`src/hw/sadc_pkg.sv`:
```
// constants and types for the serial converter readout block
package sadc_pkg;
    localparam int          SADC_CLK_HZ       = 10_000_000;
    localparam int          SADC_BITS         = 12;
    localparam int          SADC_FRAME_BITS   = SADC_BITS + 1;
    // conversion time, in nanoseconds (8.5 us), rounded down to cycles
    localparam int          SADC_CONV_NS      = 8500;
    localparam int          SADC_CONV_CYC     =
        (SADC_CONV_NS / 100) * (SADC_CLK_HZ / 10_000_000);
    // wake delay after power-down release, in nanoseconds (2 us)
    localparam int          SADC_WAKE_NS      = 2000;
    localparam int          SADC_WAKE_CYC     =
        (SADC_WAKE_NS / 100) * (SADC_CLK_HZ / 10_000_000);
    localparam logic [11:0] SADC_RESULT_RST   = 12'h000;
    localparam logic [3:0]  SADC_CNT_RST      = 4'h0;
    typedef enum logic [1:0] {
        SADC_IDLE,
        SADC_CONV,
        SADC_SHIFT
    } sadc_state_t;
endpackage

```
`src/hw/sadc_core.sv`:
```
// conversion control and serial readout of a 12-bit converter
// Behaviour
// - ready to convert once not powered down and the wake delay has passed
// - select falling edge holds sample, starts
// - internal 8.5 us timer, done drives high
// - data leaves high-z, low while converting
// - result latched, readable any time after
// - after done goes high, data changes only on clock falling edges
// - first falling edge gives MSB, then rest
// - extra clocks shift zeros, harmless
// - straight binary result, 4096 codes
// - power-down low shuts device down
// - select high before done aborts conversion
`timescale 1ns/1ps
module sadc_core
    import sadc_pkg::*;
#(
    parameter int WAKE_CYC = SADC_WAKE_CYC
)
(
    // system
    input  wire logic        sys_clk,
    input  wire logic        rst_n,
    // pins from host
    input  wire logic        sel_n,
    input  wire logic        sclk,
    input  wire logic        power_down_n,
    // sampled analog value from the converter core
    input  wire logic [11:0] sample_code,
    // serial data pin
    output logic             dout_o,
    output logic             dout_oe,
    // status
    output logic             hold_q,
    output logic             asleep_q
);
    logic [1:0]  sel_sync_q;
    logic [1:0]  clk_sync_q;
    logic [1:0]  pd_sync_q;
    logic        sel_prev_q;
    logic        clk_prev_q;
    logic [11:0] result_q;
    logic [11:0] result_d;
    logic [3:0]  sent_q;
    logic [6:0]  timer_q;
    logic [6:0]  wake_q;
    sadc_state_t state_q;
    sadc_state_t state_d;

    wire sel_fall  = sel_prev_q & ~sel_sync_q[1];
    wire sel_high  = sel_sync_q[1];
    wire clk_fall  = clk_prev_q & ~clk_sync_q[1];
    wire awake     = pd_sync_q[1] && wake_q == 7'h00;
    wire conv_done = timer_q == 7'(SADC_CONV_CYC - 1);
    // straight binary code of held sample
    wire [11:0] held_code = sample_code;

    always_ff @(posedge sys_clk)
    begin
        sel_sync_q <= {sel_sync_q[0], sel_n};
        clk_sync_q <= {clk_sync_q[0], sclk};
        pd_sync_q  <= {pd_sync_q[0], power_down_n};
        sel_prev_q <= sel_sync_q[1];
        clk_prev_q <= clk_sync_q[1];
    end

    // wake timer restarts whenever power-down is asserted
    always_ff @(posedge sys_clk)
    begin
        if (!rst_n)
            wake_q <= 7'(WAKE_CYC);
        else if (!pd_sync_q[1])
            wake_q <= 7'(WAKE_CYC);
        else if (wake_q != 7'h00)
            wake_q <= wake_q - 7'h01;
    end

    always_comb
    begin
        state_d  = state_q;
        result_d = result_q;
        if (sel_high || !awake)
            state_d = SADC_IDLE;
        else if (sel_fall)
            state_d = SADC_CONV;
        else if (state_q == SADC_CONV && conv_done)
        begin
            state_d  = SADC_SHIFT;
            result_d = held_code;
        end
        else if (state_q == SADC_SHIFT && clk_fall)
            result_d = {result_q[10:0], 1'b0};
    end

    always_ff @(posedge sys_clk)
    begin
        if (!rst_n)
        begin
            state_q  <= SADC_IDLE;
            result_q <= SADC_RESULT_RST;
            sent_q   <= SADC_CNT_RST;
            timer_q  <= 7'h00;
        end
        else
        begin
            state_q  <= state_d;
            result_q <= result_d;
            timer_q  <= (state_d == SADC_CONV && state_q == SADC_CONV)
                        ? timer_q + 7'h01 : 7'h00;
            if (state_d != SADC_SHIFT)
                sent_q <= SADC_CNT_RST;
            else if (clk_fall && sent_q != 4'hF)
                sent_q <= sent_q + 4'h1;
        end
    end

    // pin outputs; the leading one stands until the first falling edge
    always_ff @(posedge sys_clk)
    begin
        if (!rst_n)
        begin
            dout_o   <= 1'b0;
            dout_oe  <= 1'b0;
            hold_q   <= 1'b0;
            asleep_q <= 1'b1;
        end
        else
        begin
            dout_oe  <= state_d != SADC_IDLE;
            hold_q   <= state_d == SADC_CONV;
            asleep_q <= !awake;
            if (state_d == SADC_CONV || state_d == SADC_IDLE)
                dout_o <= 1'b0;
            else if (state_q == SADC_CONV)
                dout_o <= 1'b1;
            else if (clk_fall)
                dout_o <= result_q[11];
        end
    end
endmodule

```
`config.mk`:
```
export PLATFORM = sky130hd
export DESIGN_NAME = sadc_core
export DESIGN_NICKNAME = d
export VERILOG_FILES = /design/src/hw/sadc_pkg.sv /design/src/hw/sadc_core.sv
export SDC_FILE = /design/constraint.sdc
export NUM_CORES = 1
export LEC_CHECK = 0
export ABC_AREA = 1
export BUFFER_PORTS_ARGS = -buffer_cell sky130_fd_sc_hd__buf_2
export CORE_MARGIN = 2
export CORE_UTILIZATION = 60
export DETAILED_ROUTE_END_ITERATION = 10
export GPL_TIMING_DRIVEN = 0
export HOLD_SLACK_MARGIN = 0.1
export MAX_ROUTING_LAYER = met4
export PLACE_DENSITY = 0.82
export SKIP_LAST_GASP = 1
export SYNTH_ARGS = -nofsm -noshare
export SYNTH_HDL_FRONTEND = slang
export SYNTH_SLANG_ARGS = --single-unit
```
`constraint.sdc`:
```
create_clock -name sys_clk -period 2.6 [get_ports sys_clk]
set_input_delay 0.13 -clock sys_clk [delete_from_list [all_inputs] [get_ports sys_clk]]
set_output_delay 0.13 -clock sys_clk [all_outputs]
set_load 0.02 [all_outputs]
```
==> key figures, run 1 <==
Clock network
  • CTS root buffer: clkbuf_4
  • Htree depth: 2
  • Sink Count: 40
  • Clk_lat worst skew: 0.36 ns
  • CTS tree: built
  • Clock buffer count from CTS: 5
  • Max Root-Sink Buffers: 2
  • Worst-path clk slew: 0.13 ns
  • CTS resizes: 0

Logic synthesis
  • Yosys top cell area share: 46.3%
  • Mux contribution to synthesized area: 0%
  • Largest area contributor in the netlist: dfxtp_1
  • Synth top cells by count: nand2_1 (64), nor2_1 (44), dfxtp_1 (40)
  • Top-count cell post-synth: nand2_1
  • Register area share after synthesis: 46.3%
  • Synth Area in Compound Gates: 2.89%
  • Post-Synth Simple-Gate Area: 34.1%
  • Synth Flop Type: dfxtp_1
  • Synth top area cells: dfxtp_1 (46%), nand2_1 (14%), nor2_1 (9.6%)
  • Post-synthesis adder-cell area fraction: 2.89%
  • Post-synth EDFFs: 0
  • Distinct cells, synth: 25
  • Xor and xnor area share after synthesis: 4.56%
  • Netlist Area Pre-Place: 1730 um^2
  • Syn nets: 260
  • Seq cells post-synth: 40
  • Mapped Avg Cell Area: 7.23 um^2
  • Cell count after synthesis: 239
  • Async S/R FF share, synth: 0%
  • Synth warn: 0
  • Largest family of logic cells by synthesized area: simple AND/OR/NAND/NOR gates

Timing
  • Crit path time final: 1.65 ns
  • Setup Skew: 0.0167 ns
  • Fin. max-slew vios: 0
  • Slew at the pin with the worst max-slew slack: 0.227 ns
  • Setup WS post-layout: 0.945 ns
  • RSZ-0062 raised after global routing: false
  • Final setup viols: 0
  • Setup TNS: 0 ns
  • Worst relative slew slack: 84.8%
  • Tcrit/Tclk final: 63.6%
  • Peak Freq: 604 MHz
  • Hold Fails Final Rpt: 0

Pwr
  • Worst vdd ir: 0.602 mV
  • Pleak: 1.06 nW
  • PD cells: 553 nW/um^2

Finish
  • Fin nets: 291
  • Filler instances: 237
  • Design area: 1990 um^2
  • Number of diodes: 0
  • Share of cells above drive strength 1: 17.3%
  • Area grow syn2layout: 15.2%

Setup path
  • CP Data Required Time: 2.85 ns
  • WP data arrival: 1.91 ns
  • Critical path class: register to register
  • Crit end category: register
  • Max Fanout on Critical Path: 10
  • Startpoint types: register

Die
  • I/O pin count: 21
  • # rows: 19
  • Core ar.: 2760 um^2
  • Die width: 57.7 um
  • Die ar.: 3330 um^2
  • Die Y: 57.7 um
  • Initial core utilization: 62.7%

Routing
  • Met2 routed WL: 1350 um
  • TritonRoute pass-1 iters: 4
  • M1 WL: 1480 um
  • Number of DRC markers in iteration 0: 46
  • Avg WL per Cell: 9.95 um
  • Remaining DRCs: 0
  • Top Layer Used: met4
  • Routed vias/inst: 4.78
  • Vias: 1443
  • Routed WL: 3010 um
  • Antenna-violating nets left: 0
  • WL met3: 113 um

Global route
  • Global route overflow: 0
  • Initial antenna violation count: 0
  • Largest net degree at the start of global routing: 15
  • Gr usage total: 22.4%
  • Vias in the first global route: 1410
  • First-pass GRT wire length: 5590 um

Placement
  • Post-DP HPWL: 2120 um
  • Post-DP Area: 1870 um^2
  • DP Worst Slack: 0.970 ns
  • Port Buffers: 20
  • RePlAce Congestion: 0.759

Hold path
  • Hold WC Path Type: input pin to register

Flow run
  • Max_cap viols: 0

Outcome
  • Status: finished clean
-- per-layer routing --
metal  GRT usage (%)  vias up
li1                -      778
met5               -        -
met1            26.9      637
met2            35.2       21
met4            9.97        0
met3            6.03        7
-- path summary, 6_finish.rpt --
path | slack [ns] | cells past startpoint | to | startpoint
max | 0.95 | 10 | result_q[9] | wake_q[0]
min | 0.12 | 5 | result_q[2] | sample_code[2]
max reg2reg | 0.95 | 10 | result_q[9] | wake_q[0]
min reg2reg | 0.34 | 0 | sel_sync_q[1] | sel_sync_q[0]
-- area by class of cell --
type	count	area [um^2]	area share [%]
well taps	31	38.8	1.95
plain buffers	6	36.3	1.82
inverters	33	124	6.22
multi-input cells	160	768	38.6
flip-flops and latches	40	801	40.2
clock inverters	3	46.3	2.32
repair buffers	24	140	7.04
clock buffers	5	37.5	1.88
-- layout by cell type (no fill, tap or decap), types with 5 or more instances in the layout --
master and count:
xor2_1 6, buf_2 25, nand3_1 17, nand2_1 64, nor2_1 44, dfxtp_1 40, inv_1 31, clkbuf_4 5
-- logic make-up after synthesis --
| group | count (synthesis) |
|---|---|
| xor+xnor | 9 |
| buf+inv | 39 |
| flops | 40 |
| simple gates | 138 |
| compound gates | 9 |
| fa+ha+maj | 4 |
-- sequential cells by signal, summed over array words and instances (netlist names) --
name,cells
wake_q,7
sel_sync_q,2
asleep_q,1
sel_prev_q,1
timer_q,7
clk_prev_q,1
dout_oe,1
pd_sync_q,2
state_q,2
dout_o,1
result_q,12
hold_q,1
clk_sync_q,2
-- worst max-delay path, cell delays in order (launching register included) --
cell	delay [ns]
dfxtp_1	0.34
inv_1	0.11
ha_1	0.15
inv_1	0.03
nor2_1	0.15
nand3_2	0.15
nor3_2	0.15
nand2_2	0.11
buf_2	0.20
nor2_1	0.11
nor2_1	0.05
-- stage by stage --
stage / total power, mW / hold WS [ns] / util, % / std cells
final: 1.10 / 0.116 / 72.2 / 302
after floorplan: 0.667 / 0.158 / - / 239
after detailed placement: 0.686 / 0.234 / 67.7 / 290
after CTS: 1.11 / 0.111 / 72.2 / 302
after global placement: 0.684 / 0.233 / 67.7 / 290
after global routing: 1.14 / 0.130 / 72.2 / 302
-- power by group --
part	internal, mW	total [mW]	switching [mW]
logic	0.0232	0.0474	0.0242
clock network	0.205	0.424	0.219
registers	0.624	0.630	0.00607
-- repair_timing --
item	CTS	global route
setup endpoints to repair	0	0
setup buffers	0	0
endpoints found under the hold margin	7	0
hold buffers	4	0
No activity file was read; power rests on OpenSTA's default activity.
==> run 2, diff against run 1 <==
- CORE_UTILIZATION: 60 -> 56
- PLACE_DENSITY: 0.82 -> 0.77
- clock period: 2.6 -> 1.7 ns (I/O delays scaled with it)
==> run 2 against run 1 <==
First-iteration DRC count grew 100%. Utilization rose by 1.9 points. Routed wire length up 16%. Cell count up 7.0%. Power up 57%. Critical path depth grew 1. Largest cell class is now multi-input combinational cells.
==> key figures, run 2 (synthesized netlist as in run 1, its figures left out) <==
Global route
  • Largest net degree at the start of global routing: 15 (unchanged)
  • Vias in the first global route: 1305 (was 1410)
  • Gr usage total: 21.0% (was 22.4%)
  • First-pass GRT wire length: 5190 um (was 5590 um)
  • Initial antenna violation count: 0 (unchanged)
  • Global route overflow: 0 (unchanged)

Hold path
  • Hold WC Path Type: input pin to register (unchanged)

Pwr
  • PD cells: 775 nW/um^2 (was 553 nW/um^2)
  • Total power: 1.73 mW (was 1.10 mW)
  • Worst vdd ir: 0.912 mV (was 0.602 mV)
  • Pleak: 1.14 nW (was 1.06 nW)

Setup path
  • Startpoint types: register (unchanged)
  • Worst-path cell chain: inv_4 > ha_4 > inv_2 > nor2_4 > nand3_2 > nor3_2 > nand2_2 > buf_4 > nand2_1 > nand2_1 > nor2_1 (was inv_1 > ha_1 > inv_1 > nor2_1 > nand3_2 > nor3_2 > nand2_2 > buf_2 > nor2_1 > nor2_1)
  • Critical Path Source: wake_q[1] (was wake_q[0])
  • Most Frequent Cell on Critical Path: nand2_1 (was nor2_1)
  • Reg-to-Reg Start: wake_q[1] (was wake_q[0])
  • CP Buf/Inv Count: 3 (unchanged)
  • Critical path's top delay family: simple AND/OR/NAND/NOR gates (unchanged)
  • WP data arrival: 1.94 ns (was 1.91 ns)
  • Max incr delay on CP: 0.35 ns (was 0.34 ns)
  • Crit path capture: result_q[2] (was result_q[9])
  • Crit path depth: 11 (was 10)
  • Crit end category: register (unchanged)
  • R2R setup slack: 0.07 ns (was 0.95 ns)
  • Max Fanout on Critical Path: 7 (was 10)
  • Crit-path slowest cell: dfxtp_2 (was dfxtp_1)
  • Number of cells on the worst reg-to-reg path: 11 (was 10)
  • Critical path class: register to register (unchanged)
  • R2R Path End: result_q[2] (was result_q[9])
  • CP Data Required Time: 2.00 ns (was 2.85 ns)

Finish
  • Most flops, register: result_q (unchanged)
  • Area grow syn2layout: 28.7% (was 15.2%)
  • Number of diodes: 0 (unchanged)
  • Filler instances: 231 (was 237)
  • Fin cells: 323 (was 302)
  • Share of cells above drive strength 1: 24.5% (was 17.3%)
  • Fin nets: 310 (was 291)
  • Top flop regs: result_q (12), timer_q (7), wake_q (7) (unchanged)
  • Most frequent cells in the layout: nand2_1 (60), nor2_1 (39), dfxtp_1 (38) (was nand2_1 (64), nor2_1 (44), dfxtp_1 (40))
  • Max reg flops: 12 (unchanged)
  • Commonest non-fill, non-tap cell in the layout: nand2_1 (unchanged)

Routing
  • Vias: 1537 (was 1443)
  • TritonRoute pass-1 iters: 4 (unchanged)
  • Routed vias/inst: 4.76 (was 4.78)
  • Number of DRC markers in iteration 0: 92 (was 46)
  • Remaining DRCs: 0 (unchanged)
  • Antenna-violating nets left: 0 (unchanged)
  • Routed WL: 3490 um (was 3010 um)
  • Avg WL per Cell: 10.8 um (was 9.95 um)

Timing
  • Setup Skew: 0.00839 ns (was 0.0167 ns)
  • Hold Fails Final Rpt: 0 (unchanged)
  • Slew at the pin with the worst max-slew slack: 0.205 ns (was 0.227 ns)
  • Crit path time final: 1.63 ns (was 1.65 ns)
  • Peak Freq: 612 MHz (was 604 MHz)
  • Tcrit/Tclk final: 96.1% (was 63.6%)
  • Fin. max-slew vios: 0 (unchanged)
  • Final setup viols: 0 (unchanged)
  • Worst relative slew slack: 86.3% (was 84.8%)

Placement
  • Port Buffers: 20 (unchanged)
  • RePlAce Congestion: 0.727 (was 0.759)
  • Post-DP HPWL: 2140 um (was 2120 um)
  • Placed cells: 292 (was 290)

Die
  • Initial core utilization: 57.6% (was 62.7%)
  • Die width: 59.6 um (was 57.7 um)
  • Die Y: 59.6 um (was 57.7 um)
  • # rows: 20 (was 19)
  • I/O pin count: 21 (unchanged)
  • Die ar.: 3550 um^2 (was 3330 um^2)
  • Core ar.: 3000 um^2 (was 2760 um^2)

Outcome
  • Status: finished clean (unchanged)

Clock network
  • CTS root buffer: clkbuf_4 (unchanged)
  • CTS tree: built (unchanged)
  • Clock buffer count from CTS: 5 (unchanged)
  • Htree depth: 2 (unchanged)
  • Max Root-Sink Buffers: 2 (unchanged)
  • Sink Count: 40 (unchanged)
  • Worst-path clk slew: 0.13 ns (about the same)
  • Clk_lat worst skew: 0.36 ns (about the same)

Flow run
  • Max_cap viols: 0 (unchanged)
-- run 2: cell type report --
type                            count  area, um^2  area share (%)
Timing Repair Buffer               43         315            14.2
Multi-Input combinational cell    160         813            36.5
Sequential cell                    40         803            36.1
Tap cell                           33        41.3            1.85
Clock buffer                        5        37.5            1.69
Clock inverter                      3        46.3            2.08
Buffer                              6        42.5            1.91
Inverter                           33         126            5.68
-- run 2: what timing repair did --
item	CTS	global route
buffers inserted	0	7
hold buffers	14	0
setup endpoints to repair	0	19
hold endpoints to repair	18	0
resized for setup	0	26
-- run 2: per-stage QoR --
stage | setup WS (ns) | area, um^2 | setup TNS, ns | util [%] | hold slack [ns]
final | 0.0668 | 2230 | 0 | 74.1 | 0.0931
after global routing | -0.0720 | 2230 | -0.149 | 74.1 | 0.0960
after CTS | 0.00653 | 2090 | 0 | 69.8 | 0.101
after detailed placement | 0.0293 | 1870 | 0 | 62.3 | 0.189
after global placement | 0.0469 | 1870 | 0 | 62.3 | 0.188
after floorplan | 0.259 | 1730 | 0 | - | 0.113
-- run 2: worst min-delay path by stage --
stage / from / end / slack (ns) / cells after the start
5_1_grt: sample_code[8] / result_q[8] / 0.1 / 5
3_5_place_dp: power_down_n / pd_sync_q[0] / 0.19 / 1
3_3_place_gp: power_down_n / pd_sync_q[0] / 0.19 / 1
6_report: sample_code[8] / result_q[8] / 0.09 / 5
2_1_floorplan: sclk / clk_sync_q[0] / 0.11 / 0
4_1_cts: sample_code[2] / result_q[2] / 0.10 / 5
-- run 2: layer usage --
layer | part of all wire (%) | wire [um] | track usage [%]
met1 | 46 | 1600 | 22.3
met2 | 48 | 1670 | 33.3
met3 | 3.9 | 136 | 7.21
met4 | 2.3 | 79 | 13.0
met5 | 0 | 0 | -
-- run 2: worst reg2reg max path: stages, from the launching register on --
cell and delay [ns]:
dfxtp_2 0.35, inv_4 0.07, ha_4 0.13, inv_2 0.04, nor2_4 0.11, nand3_2 0.12
nor3_2 0.20, nand2_2 0.16, buf_4 0.18, nand2_1 0.05, nand2_1 0.06, nor2_1 0.12
-- run 2: report_power, final --
group,leakage [nW],internal (mW),switching (mW)
clock,0.0418,0.314,0.338
sequential,0.327,0.954,0.0105
combinational,0.773,0.0622,0.0465
total,1.14,1.33,0.395
